==> src/hdl/lpm_map.svh <==
// register offsets, field positions, reset values and timing counts of the low-power sequencer
`ifndef LPM_MAP_SVH
`define LPM_MAP_SVH
`define LPM_PWR_OFS 8'h00
`define LPM_OSC_OFS 8'h04
`define LPM_REGU_OFS 8'h08
`define LPM_MCD_OFS 8'h0C
`define LPM_STAT_OFS 8'h10
`define PWR_STOP_BIT 1
`define OSC_SUSP_BIT 5
`define OSC_WAKEIE_BIT 6
`define OSC_HFSEL_BIT 7
`define REGU_REGULATOR_STOP_CONFIG_BIT 4
`define MCD_EN_BIT 0
`define STAT_STOP_BIT 0
`define STAT_SUSP_BIT 1
`define STAT_REGOFF_BIT 2
`define STAT_WAKE_BIT 3
`define STAT_CAUSE_LSB 4
`define PWR_RST 8'h00
`define OSC_RST 8'h80
`define REGU_RST 8'h00
`define MCD_RST 8'h01
`define RESET_VECTOR 16'h0000
`define CLK_PERIOD_NS 25
`define RST_HOLD_NS 250
`define RST_HOLD_CYC ((`RST_HOLD_NS + `CLK_PERIOD_NS - 1) / `CLK_PERIOD_NS)
`define RST_CNT_W 4
`define HFOSC_SETTLE_NS 1000
`define HFOSC_SETTLE_CYC ((`HFOSC_SETTLE_NS + `CLK_PERIOD_NS - 1) / `CLK_PERIOD_NS)
`define SETTLE_CNT_W 6
`define MCD_TIMEOUT_NS 500000
`define MCD_TIMEOUT_CYC (`MCD_TIMEOUT_NS / `CLK_PERIOD_NS)
`define MCD_CNT_W 16
`endif

==> src/hdl/lpm_pkg.sv <==
// types shared by the low-power sequencer
package lpm_pkg;
   typedef enum logic [2:0] {M_RUN, M_STOP, M_SUSPEND, M_WAKE, M_RESET} mode_t;
   typedef struct packed {
      logic [7:0] addr;
      logic [7:0] wdata;
      logic wr;
      logic rd;
   } reg_req_t;
   typedef struct packed {
      logic cpu_clk_en;
      logic periph_clk_en;
      logic int_osc_en;
      logic hf_osc_en;
      logic regulator_en;
   } gate_t;
endpackage

==> src/hdl/low_power_mode_control.sv <==
// low-power mode sequencer: stop, suspend, wake and reset sequencing
`timescale 1ns/1ps
`default_nettype none
`include "lpm_map.svh"
module low_power_mode_control #(
   parameter int unsigned MCD_TIMEOUT_CYC = `MCD_TIMEOUT_CYC
) (
   // clock and reset
   input wire logic CORE_CLK_IN,
   input wire logic RESET_N_IN,
   // register port
   input wire lpm_pkg::reg_req_t REG_REQ_IN,
   output logic [7:0] REG_RDATA_OUT,
   // core and wake inputs
   input wire logic INSTR_DONE_IN,
   input wire logic EXT_RST_N_IN,
   input wire logic INT_RST_REQ_IN,
   input wire logic USB_RESUME_IN,
   input wire logic HF_OSC_READY_IN,
   // control outputs
   output var lpm_pkg::gate_t GATES_OUT,
   output logic SYS_RST_OUT,
   output logic PC_LOAD_OUT,
   output logic [15:0] PC_ADDR_OUT,
   output logic WAKE_INT_OUT
);
   import lpm_pkg::*;

   localparam logic [7:0] PWR_RST = `PWR_RST;
   localparam logic [7:0] OSC_RST = `OSC_RST;
   localparam logic [7:0] REGU_RST = `REGU_RST;
   localparam logic [7:0] MCD_RST = `MCD_RST;
   localparam int unsigned RST_HOLD = `RST_HOLD_CYC;
   localparam logic [`RST_CNT_W-1:0] RST_LAST = RST_HOLD[`RST_CNT_W-1:0] - 1'b1;

   mode_t state_r;
   logic stop_sel_r;
   logic susp_r;
   logic hfsel_r;
   logic wakeie_r;
   logic regulator_stop_config_r;
   logic mcd_en_r;
   logic reg_off_r;
   logic [2:0] cause_r;
   logic [`RST_CNT_W-1:0] rst_cnt_r;
   logic [7:0] rdata_r;
   logic wake_int_r;
   logic pc_load_r;
   logic [15:0] pc_addr_r;
   logic ext_rst;
   logic mcd_to;
   logic rst_req;
   logic osc_done;
   logic enter_stop;
   logic enter_susp;
   logic wake_start;
   logic wake_end;
   logic seq_done;
   logic in_reset;
   logic wr_pwr;
   logic wr_osc;
   logic wr_regu;
   logic wr_mcd;

   assign ext_rst = !EXT_RST_N_IN;
   // with the regulator down, internal sources have no logic left to act on
   assign rst_req = ext_rst | ((INT_RST_REQ_IN | mcd_to) & !reg_off_r);
   assign in_reset = state_r == M_RESET;
   // the write must land at least one cycle before the instruction completes
   assign enter_stop = state_r == M_RUN && INSTR_DONE_IN && stop_sel_r && !rst_req;
   assign enter_susp = state_r == M_RUN && INSTR_DONE_IN && susp_r && !stop_sel_r && !rst_req;
   assign wake_start = state_r == M_SUSPEND && USB_RESUME_IN && !rst_req;
   assign wake_end = state_r == M_WAKE && osc_done && !rst_req;
   assign seq_done = in_reset && rst_cnt_r == RST_LAST && !rst_req;

   assign wr_pwr = REG_REQ_IN.wr && REG_REQ_IN.addr == `LPM_PWR_OFS;
   assign wr_osc = REG_REQ_IN.wr && REG_REQ_IN.addr == `LPM_OSC_OFS;
   assign wr_regu = REG_REQ_IN.wr && REG_REQ_IN.addr == `LPM_REGU_OFS;
   assign wr_mcd = REG_REQ_IN.wr && REG_REQ_IN.addr == `LPM_MCD_OFS;

   mcd_timer #(
      .TIMEOUT_CYC(MCD_TIMEOUT_CYC)
   ) u_mcd (
      .clk_in(CORE_CLK_IN),
      .rst_n_in(RESET_N_IN),
      .enable_in(mcd_en_r),
      .clk_lost_in(!GATES_OUT.cpu_clk_en),
      .timeout_out(mcd_to)
   );

   osc_restart u_osc (
      .clk_in(CORE_CLK_IN),
      .rst_n_in(RESET_N_IN),
      .start_in(wake_start),
      .abort_in(rst_req),
      .ready_in(HF_OSC_READY_IN),
      .done_out(osc_done)
   );

   // mode sequencing; power-up starts in the reset sequence
   always_ff @(posedge CORE_CLK_IN or negedge RESET_N_IN) begin
      if (!RESET_N_IN) begin
         state_r <= M_RESET;
      end else if (rst_req) begin
         state_r <= M_RESET;
      end else begin
         unique case (state_r)
            M_RUN: begin
               if (enter_stop) begin
                  state_r <= M_STOP;
               end else if (enter_susp) begin
                  state_r <= M_SUSPEND;
               end
            end
            M_STOP: state_r <= M_STOP;
            M_SUSPEND: begin
               if (wake_start) begin
                  state_r <= M_WAKE;
               end
            end
            M_WAKE: begin
               if (wake_end) begin
                  state_r <= M_RUN;
               end
            end
            M_RESET: begin
               if (seq_done) begin
                  state_r <= M_RUN;
               end
            end
            default: state_r <= M_RESET;
         endcase
      end
   end

   // reset hold counter restarts while any source stays active
   always_ff @(posedge CORE_CLK_IN or negedge RESET_N_IN) begin
      if (!RESET_N_IN) begin
         rst_cnt_r <= '0;
         cause_r <= 3'h0;
      end else if (rst_req) begin
         rst_cnt_r <= '0;
         cause_r <= {INT_RST_REQ_IN & !reg_off_r, mcd_to & !reg_off_r, ext_rst};
      end else if (in_reset && rst_cnt_r != RST_LAST) begin
         rst_cnt_r <= rst_cnt_r + 1'b1;
      end
   end

   // power and regulator configuration
   always_ff @(posedge CORE_CLK_IN or negedge RESET_N_IN) begin
      if (!RESET_N_IN) begin
         stop_sel_r <= PWR_RST[`PWR_STOP_BIT];
         regulator_stop_config_r <= REGU_RST[`REGU_REGULATOR_STOP_CONFIG_BIT];
         mcd_en_r <= MCD_RST[`MCD_EN_BIT];
         reg_off_r <= 1'b0;
      end else if (in_reset) begin
         stop_sel_r <= PWR_RST[`PWR_STOP_BIT];
         regulator_stop_config_r <= REGU_RST[`REGU_REGULATOR_STOP_CONFIG_BIT];
         mcd_en_r <= MCD_RST[`MCD_EN_BIT];
         reg_off_r <= 1'b0;
      end else begin
         if (wr_pwr) begin
            stop_sel_r <= REG_REQ_IN.wdata[`PWR_STOP_BIT];
         end
         if (wr_regu) begin
            regulator_stop_config_r <= REG_REQ_IN.wdata[`REGU_REGULATOR_STOP_CONFIG_BIT];
         end
         if (wr_mcd) begin
            mcd_en_r <= REG_REQ_IN.wdata[`MCD_EN_BIT];
         end
         if (enter_stop) begin
            reg_off_r <= regulator_stop_config_r;
         end
      end
   end

   // oscillator control; suspend clears itself once the wake completes
   always_ff @(posedge CORE_CLK_IN or negedge RESET_N_IN) begin
      if (!RESET_N_IN) begin
         susp_r <= OSC_RST[`OSC_SUSP_BIT];
         wakeie_r <= OSC_RST[`OSC_WAKEIE_BIT];
         hfsel_r <= OSC_RST[`OSC_HFSEL_BIT];
      end else if (in_reset) begin
         susp_r <= OSC_RST[`OSC_SUSP_BIT];
         wakeie_r <= OSC_RST[`OSC_WAKEIE_BIT];
         hfsel_r <= OSC_RST[`OSC_HFSEL_BIT];
      end else begin
         if (wake_end) begin
            susp_r <= 1'b0;
         end
         if (wr_osc) begin
            susp_r <= REG_REQ_IN.wdata[`OSC_SUSP_BIT];
            wakeie_r <= REG_REQ_IN.wdata[`OSC_WAKEIE_BIT];
            hfsel_r <= REG_REQ_IN.wdata[`OSC_HFSEL_BIT];
         end
      end
   end

   // clock and supply gates decoded from the mode
   always_comb begin
      GATES_OUT.cpu_clk_en = 1'b1;
      GATES_OUT.periph_clk_en = 1'b1;
      GATES_OUT.int_osc_en = 1'b1;
      GATES_OUT.hf_osc_en = 1'b1;
      GATES_OUT.regulator_en = 1'b1;
      unique case (state_r)
         M_STOP: begin
            GATES_OUT.cpu_clk_en = 1'b0;
            GATES_OUT.periph_clk_en = 1'b0;
            GATES_OUT.int_osc_en = 1'b0;
            GATES_OUT.hf_osc_en = 1'b0;
            GATES_OUT.regulator_en = !reg_off_r;
         end
         M_SUSPEND: begin
            GATES_OUT.hf_osc_en = 1'b0;
            GATES_OUT.cpu_clk_en = !hfsel_r;
         end
         M_WAKE: begin
            GATES_OUT.cpu_clk_en = !hfsel_r;
         end
         default: begin
            GATES_OUT.cpu_clk_en = 1'b1;
         end
      endcase
   end

   assign SYS_RST_OUT = in_reset;

   // restart vector and wake interrupt; a wake never reloads the program counter
   always_ff @(posedge CORE_CLK_IN or negedge RESET_N_IN) begin
      if (!RESET_N_IN) begin
         pc_load_r <= 1'b0;
         pc_addr_r <= `RESET_VECTOR;
         wake_int_r <= 1'b0;
      end else begin
         pc_load_r <= seq_done;
         if (seq_done) begin
            pc_addr_r <= `RESET_VECTOR;
         end
         wake_int_r <= wake_end && wakeie_r;
      end
   end

   assign PC_LOAD_OUT = pc_load_r;
   assign PC_ADDR_OUT = pc_addr_r;
   assign WAKE_INT_OUT = wake_int_r;

   // read data stand for one cycle only; unmapped offsets read zero
   always_ff @(posedge CORE_CLK_IN or negedge RESET_N_IN) begin
      if (!RESET_N_IN) begin
         rdata_r <= 8'h00;
      end else begin
         rdata_r <= 8'h00;
         if (REG_REQ_IN.rd) begin
            case (REG_REQ_IN.addr)
               `LPM_PWR_OFS: rdata_r[`PWR_STOP_BIT] <= stop_sel_r;
               `LPM_OSC_OFS: begin
                  rdata_r[`OSC_SUSP_BIT] <= susp_r;
                  rdata_r[`OSC_WAKEIE_BIT] <= wakeie_r;
                  rdata_r[`OSC_HFSEL_BIT] <= hfsel_r;
               end
               `LPM_REGU_OFS: rdata_r[`REGU_REGULATOR_STOP_CONFIG_BIT] <= regulator_stop_config_r;
               `LPM_MCD_OFS: rdata_r[`MCD_EN_BIT] <= mcd_en_r;
               `LPM_STAT_OFS: begin
                  rdata_r[`STAT_STOP_BIT] <= state_r == M_STOP;
                  rdata_r[`STAT_SUSP_BIT] <= state_r == M_SUSPEND;
                  rdata_r[`STAT_REGOFF_BIT] <= reg_off_r;
                  rdata_r[`STAT_WAKE_BIT] <= state_r == M_WAKE;
                  rdata_r[`STAT_CAUSE_LSB +: 3] <= cause_r;
               end
               default: rdata_r <= 8'h00;
            endcase
         end
      end
   end

   assign REG_RDATA_OUT = rdata_r;
endmodule
`default_nettype wire

==> src/hdl/mcd_timer.sv <==
// missing-clock detector: times how long the cpu clock has been absent
`timescale 1ns/1ps
`default_nettype none
`include "lpm_map.svh"
module mcd_timer #(
   parameter int unsigned TIMEOUT_CYC = `MCD_TIMEOUT_CYC
) (
   // clock and reset
   input wire logic clk_in,
   input wire logic rst_n_in,
   // control
   input wire logic enable_in,
   input wire logic clk_lost_in,
   // result
   output logic timeout_out
);
   localparam logic [`MCD_CNT_W-1:0] LAST = TIMEOUT_CYC[`MCD_CNT_W-1:0] - 1'b1;
   logic [`MCD_CNT_W-1:0] cnt_r;

   always_ff @(posedge clk_in or negedge rst_n_in) begin
      if (!rst_n_in) begin
         cnt_r <= '0;
         timeout_out <= 1'b0;
      end else if (!enable_in || !clk_lost_in) begin
         cnt_r <= '0;
         timeout_out <= 1'b0;
      end else if (cnt_r == LAST) begin
         cnt_r <= '0;
         timeout_out <= 1'b1;
      end else begin
         cnt_r <= cnt_r + 1'b1;
         timeout_out <= 1'b0;
      end
   end
endmodule
`default_nettype wire

==> src/hdl/osc_restart.sv <==
// waits for the high-frequency oscillator to settle after a wake
`timescale 1ns/1ps
`default_nettype none
`include "lpm_map.svh"
module osc_restart (
   // clock and reset
   input wire logic clk_in,
   input wire logic rst_n_in,
   // control
   input wire logic start_in,
   input wire logic abort_in,
   input wire logic ready_in,
   // result
   output logic done_out
);
   localparam int unsigned SETTLE = `HFOSC_SETTLE_CYC;
   logic busy_r;
   logic [`SETTLE_CNT_W-1:0] cnt_r;

   // ready alone is not trusted: a minimum settle time is always served
   always_ff @(posedge clk_in or negedge rst_n_in) begin
      if (!rst_n_in) begin
         busy_r <= 1'b0;
         cnt_r <= '0;
         done_out <= 1'b0;
      end else begin
         done_out <= 1'b0;
         if (abort_in) begin
            busy_r <= 1'b0;
         end else if (start_in) begin
            busy_r <= 1'b1;
            cnt_r <= '0;
         end else if (busy_r) begin
            if (cnt_r != SETTLE[`SETTLE_CNT_W-1:0]) begin
               cnt_r <= cnt_r + 1'b1;
            end else if (ready_in) begin
               done_out <= 1'b1;
               busy_r <= 1'b0;
            end
         end
      end
   end
endmodule
`default_nettype wire

==> config.mk <==
export PLATFORM = sky130hd
export DESIGN_NAME = low_power_mode_control
export DESIGN_NICKNAME = d
export VERILOG_FILES = /design/src/hdl/lpm_pkg.sv /design/src/hdl/low_power_mode_control.sv /design/src/hdl/mcd_timer.sv /design/src/hdl/osc_restart.sv
export VERILOG_INCLUDE_DIRS = /design/src /design/src/hdl
export SDC_FILE = /design/constraint.sdc
export NUM_CORES = 1
export LEC_CHECK = 0
export BUFFER_PORTS_ARGS = -buffer_cell sky130_fd_sc_hd__buf_2
export CAP_MARGIN = 10
export CORE_UTILIZATION = 41
export DETAILED_ROUTE_END_ITERATION = 6
export PLACE_DENSITY = 0.71
export SLEW_MARGIN = 5
export SYNTH_ARGS = -nofsm -noshare
export SYNTH_HDL_FRONTEND = slang
export SYNTH_SLANG_ARGS = --single-unit
==> constraint.sdc <==
create_clock -name CORE_CLK_IN -period 1.6 [get_ports CORE_CLK_IN]
set_input_delay 0.24 -clock CORE_CLK_IN [delete_from_list [all_inputs] [get_ports CORE_CLK_IN]]
set_output_delay 0.24 -clock CORE_CLK_IN [all_outputs]
set_load 0.01 [all_outputs]
# Word level (Yosys, flattened, before mapping)
# Index checks and enable logic that the tools add are counted.
[op_classes]
div_mod_pow = 0
shifts = 0
eq_ne = 16
bitwise = 6
n_mul = 0
muxes = 52
n_lt_le_gt_ge = 0
n_reduce_logical = 40
add_sub_neg = 3
[op_table]
columns = ["op", "n"]
rows = [
  ["16-bit 2-to-1 mux", 2],
  ["1-bit 2-to-1 mux", 30],
  ["1-bit logical AND", 18],
  ["3-bit 2-to-1 mux", 6],
  ["6-bit 2-to-1 mux", 3],
  ["16-bit by 1-bit adder with 16-bit output (second input constant)", 1],
  ["16-bit by 15-bit equality test with 1-bit output (second input constant)", 1],
  ["8-bit by 4-bit equality test with 1-bit output (second input constant)", 2],
  ["2-bit nonzero test", 8],
  ["3-bit case mux with 5 select lines", 1],
  ["8-bit by 3-bit equality test with 1-bit output (second input constant)", 1],
  ["8-bit by 5-bit equality test with 1-bit output (second input constant)", 1],
  ["8-bit zero test", 1],
  ["4-bit 2-to-1 mux", 2],
  ["8-bit 2-to-1 mux", 1],
  ["4-bit != test (second input constant)", 2],
  ["1-bit case mux with 2 select lines", 4],
  ["6-bit by 1-bit adder with 6-bit output (second input constant)", 1],
  ["3-bit by 2-bit equality test with 1-bit output (second input constant)", 2],
  ["1-bit zero test", 6],
  ["3-bit != test (second input constant)", 2],
  ["6-bit != test (second input constant)", 1],
  ["4-bit by 1-bit adder with 4-bit output (second input constant)", 1],
  ["4-bit equality test (second input constant)", 1],
  ["14 further kinds", 19],
]
[word_totals]
ff_bits = 52
memories = 0
rom_bits = 0
ramBits = 0
wordCells = 135
latchBits = 0

# Depth between registers and ports, before layout
[depth]
depth_word = 9
ltp_mapped = 7
mapped_depth_nobuf = 6

# Cells and area by module
# From an unflattened synthesis, not the netlist that was laid out.
[hier_totals]
hier_cells = 302
hier_area_um2 = 2859.0
[by_module_without_submodules]
columns = ["module", "cells_each", "area_per_inst_um2", "instances"]
rows = [
  ["low_power_mode_control", 168, 1570.3, 1],
  ["mcd_timer", 82, 817.0, 1],
  ["osc_restart", 52, 471.7, 1],
]

# Worst setup path after synthesis
# OpenSTA, ideal clock, no wires.
[synth_timing]
path_type = "register to register"
startpoint = "reg u_osc.cnt_r[0]"
endpoint = "reg u_osc.cnt_r[5]"
period_less_slack_ps = 1476
arrival_time_ps = 1397
setup_slack_ps = 124
stages_incl_launch_ff = 6
setup_time_ps = 79
cell_sequence = "dfrtp_1 -> inv_1 -> ha_1 -> a31o_4 -> a2111oi_4 -> mux2i_1"
[synth_between]
elab_chain_cells = 4
[synth_rtl]
columns = ["element", "line_no", "source"]
rows = [
  ["start: declaration", "osc_restart.sv:18", "logic [`SETTLE_CNT_W-1:0] cnt_r;"],
  ["start signal: assignment", "osc_restart.sv:35", "cnt_r <= cnt_r + 1'b1;"],
  ["6-bit by 1-bit adder with 6-bit output", "osc_restart.sv:35", ""],
  ["6-bit 2-to-1 mux", "osc_restart.sv:34", "if (cnt_r != SETTLE[`SETTLE_CNT_W-1:0]) begin"],
  ["6-bit 2-to-1 mux", "osc_restart.sv:33", "end else if (busy_r) begin"],
  ["6-bit 2-to-1 mux", "osc_restart.sv:30", "end else if (start_in) begin"],
]
# Parallel ways exist; a longest one is shown, timed or not. The select of a mux whose other input is x is not followed.
# A chain may end at the register's enable or synchronous reset.

# Worst setup path in the final report
[layout_timing]
startpoint = "reg state_r[2]"
endpoint = "reg u_osc.cnt_r[1]"
[layout_between]
elab_chain_cells = 5
[layout_rtl]
columns = ["element", "line_no", "source"]
rows = [
  ["start: declaration", "low_power_mode_control.sv:36", "mode_t state_r;"],
  ["start signal: assignment", "low_power_mode_control.sv:103", "state_r <= M_RESET;"],
  ["start signal: assignment", "low_power_mode_control.sv:105", "state_r <= M_RESET;"],
  ["start signal: assignment", "low_power_mode_control.sv:110", "state_r <= M_STOP;"],
  ["3-bit by 2-bit equality test with 1-bit output (*)", "low_power_mode_control.sv:72", "assign wake_start = state_r == M_SUSPEND && USB_RESUME_IN && !rst_req;"],
  ["1-bit logical AND (*) (2 in a row)", "low_power_mode_control.sv:72", ""],
  ["2-bit nonzero test (no source line)", "--", ""],
  ["3-bit AND reduction (no source line)", "--", ""],
]
# Mark *: on every way between the ends. The rest lies on a longest branch, timed or not.

==> summary.md <==
| Metric | Value |
|---|---|
| Post-synth top area share | `0.432` |
| CP Capture Type | `flop` |
| Worst path max stage delay | `0.60 ns` |
| Via count | `2165` |
| Vias in the first global route | `2040` |
| Largest net degree at the start of global routing | `53` |
| Initial antenna violation count | `0` |
| Die Area | `0.00726 sq mm` |
| Max-cap violations | `0` |
| Switching pwr | `524 uW` |
| Die X | `85.2 microns` |
| Most frequent cells in the layout | `dfrtp_1, buf_2, nand2_1` |
| Slew Viols, Final | `0` |
| Final Power | `2250 uW` |
| Setup slack after layout | `0.000735 ns` |
| Max IR drop VDD | `0.279 mV` |
| Tcrit/Tclk final | `1.00` |
| Number of buffers created by CTS | `5` |
| CTS clk-pin slew, worst paths | `0.09 ns` |
| Cell count after synthesis | `286` |
| Final Instance Area | `0.00327 sq mm` |
| Iter 0 DRT Violations | `110` |
| I/O Buffers | `38` |
| Gpl congestion | `0.847` |
| Mapped cell area | `0.00284 sq mm` |
| Layout Skew | `0.00755 ns` |
| Antenna Cells | `0` |
| First-pass GRT wire length | `9.38 mm` |
| Top FF cell, synth | `dfrtp_1` |
| Vias/cell | `5.22` |
| Leak pwr | `0.00152 uW` |
| Sw Ratio | `0.233` |
| Total GRT Usage | `0.162` |
| Critical Path RT | `1.83 ns` |
| Critical Path Source Type | `flop` |
| Clock Latency Late Sink | `0.30 ns` |
| Final hold viol count | `0` |
| Clk root buf | `clkbuf_8` |
| Syn_area_per_cell | `9.93 sq um` |
| DRC viols | `0` |
| Status | `complete, no violations` |
| Internal Power | `1730 uW` |
| Worst Path Max Fanout | `6` |
| GRT overflow | `0` |
| Share of layout cells above drive strength 1 | `0.266` |
| CTS H-tree lvls | `2` |
| Sequential share of power | `0.593` |
| PD cells | `687 mW/mm^2` |
| Part of the power in the clock network | `0.339` |
| Initial Utilization | `0.435` |
| Top post-synthesis cells by area | `dfrtp_1, buf_4, nand2_1` |
| Worst path bufs/invs | `1` |
| Worst hold margin | `0.185 ns` |
| Fmax | `625 MHz` |
| Die Ht | `85.2 microns` |
| Dpl cell area | `0.00309 sq mm` |
| Number of enable flip-flop cells after synthesis | `0` |
| Setup CP Type | `flop to flop` |
| Nets | `367` |
| Critical Path Slowest Stage Cell | `dfstp_2` |
| Unrepaired setup endpoints after global routing | `true` |
| Final setup viols | `0` |
| Most common cell after layout, fill and taps aside | `dfrtp_1` |
| Combinational group share of total power | `0.068` |
| Core area | `0.00653 sq mm` |
| Fin util | `0.501` |
| Router iterations before antenna repair | `4` |
| Post-DP HPWL | `3.97 mm` |
| Clock Sink Count | `52` |
| Post-synthesis sequential area ratio | `0.459` |
| Std-Cell Rows | `29` |
| Post-detailed-routing wire length | `5.57 mm` |
| CP cell instances | `buf_4 > and4bb_2 > or3_1 > o22ai_1` |
| Post-synthesis async set-or-reset flop share | `1.00` |
| Number of distinct library cells after synthesis | `56` |
| Drt wl/cell | `13.4 microns` |
| Pre-CTS setup slack | `0.0606 ns` |
| Hold Crit Class | `primary input to flop` |
| Clk buf depth | `2` |
| I/O pin count | `57` |
| WP data arrival | `1.83 ns` |
| CTS tree | `built` |
| Leading area contributor after synthesis | `dfrtp_1` |
| Synthesized flop and latch total | `52` |
| Area Overhead vs Synth | `15.3%` |
| Period minus WS final | `1.60 ns` |
| DRT antenna net count | `0` |
| Synth Warn # | `0` |
| Delay-heaviest family, CP | `simple AND/OR/NAND/NOR gates` |
Yosys cell counts, drive strengths merged (2+ instances only):
cell type,instances
dfrtp,49
nand2,33
nor2,29
buf,23
nand3,18
inv,13
xor2,11
mux2i,10
nand4,10
a21oi,9
nand2b,6
o21ai,6
xnor2,6
and4,5
ha,5
nor3,5
nor4,4
nor4b,4
and2,3
clkbuf,3
dfstp,3
o22ai,3
a211oi,2
a21o,2
a22o,2
and3,2
and4bb,2
nor2b,2
nor3b,2
worst reg2reg max path, stage by stage, from the launching register on:
cell and delay [ns]:
dfstp_2 0.60, buf_4 0.14, and4bb_2 0.25, or3_1 0.39, o22ai_1 0.15
timing repair:
action                                  in CTS  in global routing
endpoints found under the setup margin       4                 12
hold buffers                                 1                  0
pin swaps                                    0                  2
hold endpoints to repair                    49                  0
setup buffers                                4                  2
gates resized for setup                      3                  7
flip-flops by register name, indices dropped and copies added, names as in the netlist:
signal,count
reg_off_r,1
state_r,3
REG_RDATA_OUT,8
stop_sel_r,1
hfsel_r,1
mcd_en_r,1
regulator_stop_config_r,1
wakeie_r,1
u_osc.busy_r,1
u_mcd.cnt_r,16
WAKE_INT_OUT,1
u_mcd.timeout_out,1
u_osc.cnt_r,6
rst_cnt_r,4
PC_LOAD_OUT,1
u_osc.done_out,1
susp_r,1
cause_r,3
power groups by stage:
stage | registers, uW | logic (uW) | clock network (uW)
floorplan | 1360 | 95.1 | 0
global placement | 1360 | 150 | 0
detailed placement | 1360 | 152 | 0
CTS | 1330 | 155 | 790
global route | 1340 | 174 | 845
finish | 1330 | 153 | 763
per-stage QoR:
stage	std cells	TNS, ns
2_1_floorplan	301	0
3_3_place_gp	400	0
3_5_place_dp	400	0
4_1_cts	413	0
5_1_grt	415	-0.208
6_report	415	0
path summary, 6_finish.rpt:
check	from	end	slack (ns)	cells after the start
max reg2reg	state_r[2]	u_osc.cnt_r[1]	0.0007	4
max in group asynchronous	RESET_N_IN	mcd_en_r	0.86	3
min reg2reg	cause_r[0]	REG_RDATA_OUT[4]	0.48	2
min in group asynchronous	RESET_N_IN	u_osc.cnt_r[0]	0.44	3
max	state_r[2]	u_osc.cnt_r[1]	0.0007	4
min	REG_REQ_IN[2]	mcd_en_r	0.18	3
cell families (layout without fill, tap and decap cells):
logic type,Yosys count,count (layout),share of synthesized area
AOI/OAI and AO/OA,31,31,0.0819
DFF,52,52,0.459
xor gates and xnor gates,17,17,0.0524
muxes,10,10,0.0352
adders and majority gates,5,5,0.0220
buffers and inverters,39,76,0.0819
and+or+nand+nor,131,131,0.266
other,1,16,0.00132
metal layers:
| layer | up-vias | global-route usage | part of all wire |
|---|---|---|---|
| li1 | 1061 | - | - |
| met1 | 1034 | 0.215 | 0.47 |
| met2 | 64 | 0.270 | 0.48 |
| met3 | 6 | 0.0340 | 0.040 |
| met4 | 0 | 0.0462 | 0.011 |
| met5 | - | 0 | 0 |
area by class of cell:
cell class | count | area (sq um)
Clock buffer | 6 | 82.6
Multi-Input combinational cell | 210 | 1390
Sequential cell | 52 | 1310
Fill cell | 590 | 3260
Clock inverter | 2 | 10.0
Timing Repair Buffer | 55 | 337
Tap cell | 77 | 96.3
Inverter | 13 | 51.3
No activity file was read; power rests on OpenSTA's default activity.
